[src/shared/tmt_pkg.sv]
// constants and types shared by the timer two block
// Behaviour
// sixteen-bit counter from readable writable bytes
// source: divided clock or count pin edges
// mode decoded from run, baud, capture bits
// capture copies counter on trigger falling edge
// capture mode needs select and run set
// overflow flag set on rollover to zero
// auto-reload loads register pair on overflow
// trigger edge also reloads in auto-reload
// trigger enable clear ignores trigger pin
// baud selects force auto-reload baud generator
// baud mode pulses uart, no overflow flag
// baud mode timer ticks at half clock
// baud mode trigger edge sets external flag
// external flag set on triggered capture/reload
// flags cleared only by software write
// interrupt while flag set and enabled
// baud bits choose this or other timer
// uart bit rate is overflow rate over sixteen
// high capture byte captures or supplies reload
// divide select: twelve or one, else ignored
// pins synchronised, one event per falling edge
`default_nettype none

package tmt_pkg;
  // register addresses on the special-function bus
  localparam logic [7:0] ADDR_CONTROL = 8'hc8;
  localparam logic [7:0] ADDR_CAP_LOW = 8'hca;
  localparam logic [7:0] ADDR_CAP_HIGH = 8'hcb;
  localparam logic [7:0] ADDR_COUNT_LOW = 8'hcc;
  localparam logic [7:0] ADDR_COUNT_HIGH = 8'hcd;
  localparam logic [7:0] ADDR_CLOCK_CONTROL = 8'h8e;
  // control register bit positions
  localparam int BIT_OVERFLOW = 7;
  localparam int BIT_EXTERNAL = 6;
  localparam int BIT_RX_BAUD = 5;
  localparam int BIT_TX_BAUD = 4;
  localparam int BIT_TRIG_EN = 3;
  localparam int BIT_RUN = 2;
  localparam int BIT_SOURCE = 1;
  localparam int BIT_CAPTURE = 0;
  // divide select position in the clock control register
  localparam int BIT_DIVIDE = 5;
  localparam logic [7:0] RESET_BYTE = 8'h00;
  localparam logic [3:0] PRESCALE_TWELVE = 4'hb;
  localparam logic [3:0] UART_DIVIDE = 4'hf;

  typedef enum logic [3:0] {
    MODE_OFF = 4'h1,
    MODE_CAPTURE = 4'h2,
    MODE_RELOAD = 4'h4,
    MODE_BAUD = 4'h8
  } tmt_mode_type;
endpackage : tmt_pkg

`default_nettype wire

[src/hw/tmt_fall_detect.sv]
// synchroniser and falling-edge detector for one pin
`default_nettype none

module tmt_fall_detect (
  // clock and reset
  input wire logic ref_clk,
  input wire logic rst,
  // pin and event
  input wire logic pin,
  output logic fall
);
  typedef struct packed {
    logic meta;
    logic sync;
    logic last;
  } tmt_fd_state_type;

  tmt_fd_state_type s_q;
  tmt_fd_state_type s_d;

  // reset high so a pin already low after reset gives one falling edge
  always_comb begin
    s_d = s_q;
    s_d.meta = pin;
    s_d.sync = s_q.meta;
    s_d.last = s_q.sync;
  end

  always_ff @(posedge ref_clk or posedge rst) begin
    if (rst) begin
      s_q <= 3'b111;
    end else begin
      s_q <= s_d;
    end
  end

  assign fall = s_q.last & ~s_q.sync;
endmodule : tmt_fall_detect

`default_nettype wire

[src/hw/tmt_uart_divider.sv]
// divides overflow pulses by sixteen into uart bit ticks
`default_nettype none

module tmt_uart_divider (
  // clock and reset
  input wire logic ref_clk,
  input wire logic rst,
  // overflow in, bit tick out
  input wire logic overflow,
  output logic bit_tick
);
  typedef struct packed {
    logic [3:0] cnt;
    logic tick;
  } tmt_ud_state_type;

  tmt_ud_state_type s_q;
  tmt_ud_state_type s_d;

  always_comb begin
    s_d = s_q;
    s_d.tick = 1'b0;
    if (overflow) begin
      s_d.cnt = s_q.cnt + 4'h1;
      s_d.tick = (s_q.cnt == tmt_pkg::UART_DIVIDE);
    end
  end

  always_ff @(posedge ref_clk or posedge rst) begin
    if (rst) begin
      s_q <= '0;
    end else begin
      s_q <= s_d;
    end
  end

  assign bit_tick = s_q.tick;
endmodule : tmt_uart_divider

`default_nettype wire

[src/hw/tmt_timer.sv]
// sixteen-bit capture, auto-reload and baud timer on the sfr bus
`default_nettype none

module tmt_timer (
  // clock and reset
  input wire logic ref_clk,
  input wire logic rst,
  // special-function-register bus
  input wire logic [7:0] sfr_addr,
  input wire logic [7:0] sfr_wdata,
  input wire logic sfr_wr,
  input wire logic sfr_rd,
  output logic [7:0] sfr_rdata,
  // external pins
  input wire logic external_count_pin,
  input wire logic external_trigger_pin,
  // interrupt
  input wire logic timer_irq_enable,
  output logic timer_irq,
  // uart clocks
  input wire logic other_timer_overflow,
  output logic overflow_pulse,
  output logic rx_bit_tick,
  output logic tx_bit_tick
);
  ////////////////////////////////////////////////////////////////
  typedef struct packed {
    logic [7:0] control;
    logic [7:0] clock_control;
    logic [7:0] cap_low;
    logic [7:0] cap_high;
    logic [15:0] count;
    logic [3:0] prescale;
    logic half;
    logic [7:0] rdata;
    logic irq;
    logic ovf_pulse;
    logic rx_tick;
    logic tx_tick;
  } tmt_state_type;

  tmt_state_type s_q;
  tmt_state_type s_d;
  logic count_fall;
  logic trig_fall;
  logic uart_tick;
  tmt_pkg::tmt_mode_type mode;
  logic tick;
  logic trig_evt;
  logic wrap;

  tmt_fall_detect u_count_edge (
    .ref_clk(ref_clk),
    .rst(rst),
    .pin(external_count_pin),
    .fall(count_fall)
  );

  tmt_fall_detect u_trig_edge (
    .ref_clk(ref_clk),
    .rst(rst),
    .pin(external_trigger_pin),
    .fall(trig_fall)
  );

  // the divider counts overflow pulses, which only come in baud mode
  tmt_uart_divider u_divider (
    .ref_clk(ref_clk),
    .rst(rst),
    .overflow(s_q.ovf_pulse),
    .bit_tick(uart_tick)
  );

  ////////////////////////////////////////////////////////////////
  function automatic tmt_pkg::tmt_mode_type decode_mode(input logic [7:0] c);
    if (!c[tmt_pkg::BIT_RUN]) begin
      decode_mode = tmt_pkg::MODE_OFF;
    end else if (c[tmt_pkg::BIT_RX_BAUD] | c[tmt_pkg::BIT_TX_BAUD]) begin
      decode_mode = tmt_pkg::MODE_BAUD;
    end else if (c[tmt_pkg::BIT_CAPTURE]) begin
      decode_mode = tmt_pkg::MODE_CAPTURE;
    end else begin
      decode_mode = tmt_pkg::MODE_RELOAD;
    end
  endfunction

  always_comb begin
    mode = decode_mode(s_q.control);
  end

  // trigger gated by enable; baud mode still sees it for the flag
  assign trig_evt = trig_fall & s_q.control[tmt_pkg::BIT_TRIG_EN];

  // count tick selection
  always_comb begin
    tick = 1'b0;
    if (mode != tmt_pkg::MODE_OFF) begin
      if (s_q.control[tmt_pkg::BIT_SOURCE]) begin
        tick = count_fall;
      end else if (mode == tmt_pkg::MODE_BAUD) begin
        tick = s_q.half;
      end else if (s_q.clock_control[tmt_pkg::BIT_DIVIDE]) begin
        tick = 1'b1;
      end else begin
        tick = (s_q.prescale == tmt_pkg::PRESCALE_TWELVE);
      end
    end
  end

  assign wrap = tick & (s_q.count == 16'hffff);

  ////////////////////////////////////////////////////////////////
  always_comb begin
    s_d = s_q;
    s_d.ovf_pulse = 1'b0;
    s_d.half = ~s_q.half;
    s_d.prescale = (s_q.prescale == tmt_pkg::PRESCALE_TWELVE) ? 4'h0 : s_q.prescale + 4'h1;

    // counting
    if (tick) begin
      s_d.count = s_q.count + 16'h0001;
    end
    if (wrap) begin
      if (mode == tmt_pkg::MODE_BAUD) begin
        s_d.ovf_pulse = 1'b1;
      end else begin
        s_d.control[tmt_pkg::BIT_OVERFLOW] = 1'b1;
      end
      if (mode != tmt_pkg::MODE_CAPTURE) begin
        s_d.count = {s_q.cap_high, s_q.cap_low};
      end
    end

    // software writes; hardware sets below still win over a clear
    if (sfr_wr) begin
      unique case (sfr_addr)
        tmt_pkg::ADDR_CONTROL: s_d.control = sfr_wdata;
        tmt_pkg::ADDR_CLOCK_CONTROL: s_d.clock_control = sfr_wdata & 8'h38;
        tmt_pkg::ADDR_CAP_LOW: s_d.cap_low = sfr_wdata;
        tmt_pkg::ADDR_CAP_HIGH: s_d.cap_high = sfr_wdata;
        tmt_pkg::ADDR_COUNT_LOW: s_d.count[7:0] = sfr_wdata;
        tmt_pkg::ADDR_COUNT_HIGH: s_d.count[15:8] = sfr_wdata;
        default: ;
      endcase
    end
    if (wrap && mode != tmt_pkg::MODE_BAUD && mode != tmt_pkg::MODE_OFF) begin
      s_d.control[tmt_pkg::BIT_OVERFLOW] = 1'b1;
    end

    // trigger events
    if (trig_evt && mode != tmt_pkg::MODE_OFF) begin
      unique case (mode)
        tmt_pkg::MODE_CAPTURE: begin
          s_d.cap_low = s_q.count[7:0];
          s_d.cap_high = s_q.count[15:8];
        end
        tmt_pkg::MODE_RELOAD: begin
          s_d.count = {s_q.cap_high, s_q.cap_low};
        end
        default: ;
      endcase
      s_d.control[tmt_pkg::BIT_EXTERNAL] = 1'b1;
    end

    // interrupt request follows flags and enable
    s_d.irq = timer_irq_enable & (s_d.control[tmt_pkg::BIT_OVERFLOW] |
      s_d.control[tmt_pkg::BIT_EXTERNAL]);

    // uart clock select per direction
    s_d.rx_tick = s_q.control[tmt_pkg::BIT_RX_BAUD] ? uart_tick : other_timer_overflow;
    s_d.tx_tick = s_q.control[tmt_pkg::BIT_TX_BAUD] ? uart_tick : other_timer_overflow;

    // read data is registered; unmapped addresses read zero
    s_d.rdata = tmt_pkg::RESET_BYTE;
    if (sfr_rd) begin
      unique case (sfr_addr)
        tmt_pkg::ADDR_CONTROL: s_d.rdata = s_q.control;
        tmt_pkg::ADDR_CLOCK_CONTROL: s_d.rdata = s_q.clock_control;
        tmt_pkg::ADDR_CAP_LOW: s_d.rdata = s_q.cap_low;
        tmt_pkg::ADDR_CAP_HIGH: s_d.rdata = s_q.cap_high;
        tmt_pkg::ADDR_COUNT_LOW: s_d.rdata = s_q.count[7:0];
        tmt_pkg::ADDR_COUNT_HIGH: s_d.rdata = s_q.count[15:8];
        default: s_d.rdata = tmt_pkg::RESET_BYTE;
      endcase
    end
  end

  always_ff @(posedge ref_clk or posedge rst) begin
    if (rst) begin
      s_q <= '0;
    end else begin
      s_q <= s_d;
    end
  end

  assign sfr_rdata = s_q.rdata;
  assign timer_irq = s_q.irq;
  assign overflow_pulse = s_q.ovf_pulse;
  assign rx_bit_tick = s_q.rx_tick;
  assign tx_bit_tick = s_q.tx_tick;
endmodule : tmt_timer

`default_nettype wire

[config.mk]
export PLATFORM = sky130hd
export DESIGN_NAME = tmt_timer
export DESIGN_NICKNAME = d
export VERILOG_FILES = /design/src/shared/tmt_pkg.sv /design/src/hw/tmt_fall_detect.sv /design/src/hw/tmt_uart_divider.sv /design/src/hw/tmt_timer.sv
export SDC_FILE = /design/constraint.sdc
export NUM_CORES = 1
export LEC_CHECK = 0
export ABC_AREA = 1
export BUFFER_PORTS_ARGS = -buffer_cell sky130_fd_sc_hd__buf_4
export CAP_MARGIN = 20
export CORE_MARGIN = 2
export CORE_UTILIZATION = 44
export CTS_BUF_LIST = sky130_fd_sc_hd__clkbuf_8 sky130_fd_sc_hd__clkbuf_16
export DETAILED_ROUTE_END_ITERATION = 12
export GPL_TIMING_DRIVEN = 0
export PLACE_DENSITY_LB_ADDON = 0.1
export SLEW_MARGIN = 25
export SYNTH_ARGS = -nofsm -noshare
export SYNTH_HDL_FRONTEND = slang
export SYNTH_SLANG_ARGS = --single-unit
[constraint.sdc]
create_clock -name ref_clk -period 2.6 [get_ports ref_clk]
set_input_delay 0.13 -clock ref_clk [delete_from_list [all_inputs] [get_ports ref_clk]]
set_output_delay 0.13 -clock ref_clk [all_outputs]
set_load 0.02 [all_outputs]
# [Yosys cells after proc, flatten, opt, wreduce, memory -nomap -nowiden]
# Index checks and enable logic that the tools add are counted.
[word_totals] regBits=71
[classes] n_addsub=3 eq_ne=15 n_mux=32 n_bitwise=10 n_reduce_logical=5
[op_table] cell="2-to-1 mux 16 bit" count=5
[op_table] cell="== test 8 bit, second input constant" count=6
[op_table] cell="2-to-1 mux 48 bit" count=1
[op_table] cell="2-to-1 mux 8 bit" count=6
[op_table] cell="one-hot mux 8 bit (6 select lines)" count=1
[op_table] cell="2-to-1 mux 32 bit" count=1
[op_table] cell="adder 16 x 1 -> 16 bit, second input constant" count=1
[op_table] cell="== test 16 bit, second input constant" count=1
[op_table] cell="2-to-1 mux 1 bit" count=13
[op_table] cell="== test 4 bit, second input constant" count=3
[op_table] cell="2-to-1 mux 4 bit" count=3
[op_table] cell="adder 4 x 1 -> 4 bit, second input constant" count=2
[op_table] cell="2-to-1 mux 6 bit" count=1
[op_table] cell="AND 1 bit" count=5
[op_table] cell="== test 4 x 2 -> 1 bit, second input constant" count=1
[op_table] cell="== test 4 x 3 -> 1 bit, second input constant" count=1
[op_table] cell="inequality test 4 x 1 -> 1 bit, second input constant" count=1
[op_table] cell="inequality test 4 x 2 -> 1 bit, second input constant" count=1
[op_table] cell="inequality test 4 bit, second input constant" count=1
[op_table] cell="AND reduction 2 bit" count=2
[op_table] cell="logical AND 1 bit" count=3
[op_table] cell="2-to-1 mux 3 bit" count=1
[op_table] cell="inverter 1 bit" count=3
[op_table] cell="OR 1 bit" count=2

# [Depth between registers and ports, before layout]
[depth] ltp_word=15 mapped_depth=13 mapped_depth_nobuf=12

# [By module]
# A second synthesis with hierarchy kept.
[hier_totals] cells_unflattened=596 hier_area_um2=4334.2
[modules_own_cells] module="tmt_timer" instances=1 cells_each=562 area_each_um2=3927.5 seq_area_each_um2=1501.4
[modules_own_cells] module="tmt_uart_divider" instances=1 cells_each=22 area_each_um2=221.5 seq_area_each_um2=125.1
[modules_own_cells] module="tmt_fall_detect" instances=2 cells_each=6 area_each_um2=92.6 seq_area_each_um2=78.8

# [Least setup slack after synthesis]
# OpenSTA, ideal clock, no wires.
[synth_path] path_type="register -> register" start="register s_q[18] (netlist name)" end="register s_q[17] (netlist name)" setup_ps=116 arrival_ps=1496 required_time_ps=2484 slack_ps=987 stages_incl_launch_ff=11 n_path_buf=0 synth_period_minus_slack_ps=1613 cell_sequence="dfrtp_1 -> ha_1 -> nand3_2 -> nor2_8 -> nand4_4 -> nor2_8 -> nand3_4 -> nand3_1 -> nand3_1 -> nand2_1 -> nand2_1"
[synth_lines] element="from (decl)" line="tmt_timer.sv:42" source="tmt_state_type s_q;"
[synth_lines] element="from (signal assigned)" line="tmt_timer.sv:190" source="s_q <= '0;"
[synth_lines] element="from (signal assigned)" line="tmt_timer.sv:192" source="s_q <= s_d;"

==> summary.txt <==
Cells and area
  – Fin util: between 50% and 60%
  – Area of the multi-input gates: 1970 um^2
  – Syn-to-layout area delta: 16.6%
  – N_diodes: 0
  – FF/Latch Area: about 1800 um^2
  – Layout cell share with drive strength beyond 1: between 10% and 20%
  – Post-route non-filler standard cell count: a little over 700
  – FILL cells: 888
  – Nets: ~610

Yosys
  – EDFF count, synth: 0
  – Mean Syn Cell Area: around 7.9 um^2
  – Commonest cells post-synth: 123 x nand2_1, 66 x inv_1, 65 x dfrtp_1
  – Count of different cell masters after synthesis: 38
  – Register bit total from synthesis: approximately 70
  – Area leader, netlist: dfrtp_1
  – Top-count cell post-synth: nand2_1
  – Ys async rst share: 100%
  – Synthesized Nets: roughly 560
  – Seq/Total Area, Yosys: between 40% and 50%
  – Top cells by area, synth: dfrtp_1 39%, nand2_1 11%, inv_1 5.9%, nand3_1 4.9%, o21ai_0 4.7%
  – Synthesized area: between 4000 and 5000 um^2
  – Synthesized netlist cell count: between 500 and 600
  – Synth warn: 0
  – Synth top area share: a little under 40%
  – Ys flop type: dfrtp_1

Critical path
  – Worst-path cell chain: ha_1, nand3_2, nor2_8, nand4_4, nor2_8, nand3_4, nand3_1, nand3_1, a21oi_1
  – FF-to-FF Start: s_q[18]
  – Reg-to-reg slack, setup: approximately 490 ps
  – Startpoint Class: flop
  – Reg2Reg Depth: 9
  – Worst reg2reg path endpoint: s_q[28]
  – Slowest stage delay, CP: slightly below 500 ps
  – WP buf/inv: 0
  – Max stage delay cell, worst path: dfrtp_1
  – Kind of critical path: reg -> reg
  – Top cell family by delay on the critical path: simple AND/OR/NAND/NOR gates
  – Crit Path Max Fanout: 9
  – Crit end category: flop
  – Arrival time worst endpoint: 2380 ps
  – Worst Path Required: 2870 ps

CTS
  – Clk root buf: clkbuf_8
  – TritonCTS Buffers: 9
  – Clock Tree Buf Depth: 2
  – Post-CTS Setup Inserts: 0
  – CTS tree: done
  – Clock sinks: 71
  – Skew-Pair Late Insertion Delay: 370 ps
  – Htree depth: 3
  – Clock Pin Slew Worst Setup and Hold Paths: ~100 ps

Die
  – Num ports: 36
  – Die width: between 100 and 150 um
  – Num rows: 35
  – Die area: 10300 um^2
  – Die Height: about 100 um
  – Core area: around 9200 um^2
  – Initial Utilization: between 40% and 50%

Drt
  – Vias per inst: between 5 and 6
  – Drt first pass iters: 5
  – DRC Markers: 0
  – DRT iter0 DRCs: 263
  – Antenna Nets Post-Route: 0
  – Via count: roughly 3800
  – Wire per inst: approximately 18 um
  – Post-Route WL: 12.7 mm

Power and ir drop
  – Max VDD drop: about 0.26 mV
  – Leakage power: 2.38 nW
  – PwrDens: just over 500 nW/um^2

Hold path
  – Worst Min Path Start: other_timer_overflow
  – Hold Path Depth: 3
  – Hold path endpoint: rx_bit_tick
  – Worst Hold Class: in -> reg

STA
  – Post-Route Skew: 12.2 ps
  – Tcrit/Tclk final: approximately four fifths
  – RSZ-0062 raised after global routing: no
  – F_max: ~470 MHz
  – Final worst path period need: about 2100 ps
  – Worst-Margin Slew: between 500 and 600 ps
  – Finish-stage setup viols: 0
  – Slew Limit Fails: 0
  – Worst slew margin: roughly 61%
  – Final Hold Fails: 0

Global routing
  – Vias in the first global route: 3680
  – Gr ovfl total: 0
  – Largest net degree at the start of global routing: 40
  – Initial antenna violation count: 0
  – First-pass GRT wire length: roughly 20 mm
  – All-layer global routing usage: between 20% and 30%

Placement
  – Routability cong.: about 0.96
  – Inst Count DP: roughly 700
  – DP HPWL: 9.70 mm
  – I/O Buffers: 35

Status
  – Status: complete, no violations

Run
  – Maxcap violations: 0
## cells by family (layout without fill, tap and decap cells)
logic type	after synthesis	count (layout)	synth area share, %
DFF	71	71	42.7
xor gates and xnor gates	10	10	2.10
buffers and inverters	93	149	10.1
AOI/OAI and AO/OA	105	105	14.7
muxes	1	1	0.270
and+or+nand+nor	248	248	29.1
adders and majority gates	3	3	0.899
## per-layer routing
metal / part of all wire, % / vias to the layer above / global-route usage (%)
met5: 0 / - / 0
met1: 47 / 1817 / 37.2
met2: 45 / 136 / 40.3
met3: 4.8 / 34 / 3.93
li1: - / 1841 / -
met4: 2.9 / 0 / 10.3
## through the flow
| stage | total power [mW] | setup TNS [ps] | hold slack, ps | cell area (um^2) | setup WS (ps) |
|---|---|---|---|---|---|
| detailed placement | 1.55 | 0 | 189 | 4620 | 576 |
| global route | 2.61 | 0 | 48.8 | 4870 | 377 |
| CTS | 2.52 | 0 | 25.2 | 4870 | 535 |
| finish | 2.51 | 0 | 21.0 | 4870 | 494 |
| global placement | 1.54 | -19650 | 239 | 4600 | -306 |
| floorplan | 1.42 | 0 | 134 | 4180 | 683 |
## flip-flops by register name, summed over array words and instances, names as in the netlist
register / flops
s_q: 48
sfr_rdata: 8
u_divider.s_q: 4
u_count_edge.s_d: 2
u_trig_edge.s_d: 2
overflow_pulse: 1
rx_bit_tick: 1
timer_irq: 1
tx_bit_tick: 1
u_count_edge.s_q: 1
u_divider.bit_tick: 1
u_trig_edge.s_q: 1
## cells in the final DEF, fill, tap and decap left out, types with 11 or more instances in the layout
master	count
a21oi_1	21
buf_4	45
dfrtp_1	65
inv_1	65
nand2_1	123
nand3_1	41
nand4_1	11
nor2_1	40
o211ai_1	15
o21ai_0	39
o22ai_1	13
## tightest hold or removal path, cell delays in order
cell and delay [ps]:
buf_4 100, inv_1 50, o21ai_0 70
## how the worst max path moves through the flow
stage | startpoint | to | depth (start not counted)
after detailed placement | s_q[18] | s_q[31] | 9
after global placement | rst | s_q[16] | 2
after floorplan | rst | overflow_pulse | 1
after global routing | s_q[18] | s_q[30] | 9
final | s_q[18] | s_q[28] | 9
after CTS | s_q[18] | s_q[31] | 9
## layout make-up
type                            instances  area share (%)
Buffer                                 21            3.13
Clock buffer                            9            2.54
Clock inverter                          7            1.72
Inverter                               72            5.60
Multi-Input combinational cell        367            40.4
Sequential cell                        71            36.6
Tap cell                              129            3.31
Timing Repair Buffer                   40            6.63
## what timing repair did
item	4_1_cts	5_1_grt
hold buffers	4	0
endpoints found under the hold margin	35	0
resized for setup	0	0
## power by group
part           total [mW]  internal (mW)  switching [mW]
Clock               0.969          0.464           0.506
Sequential           1.23           1.16          0.0628
Combinational       0.311          0.110           0.201
Total                2.51           1.74           0.769
No activity file was read; power rests on OpenSTA's default activity.
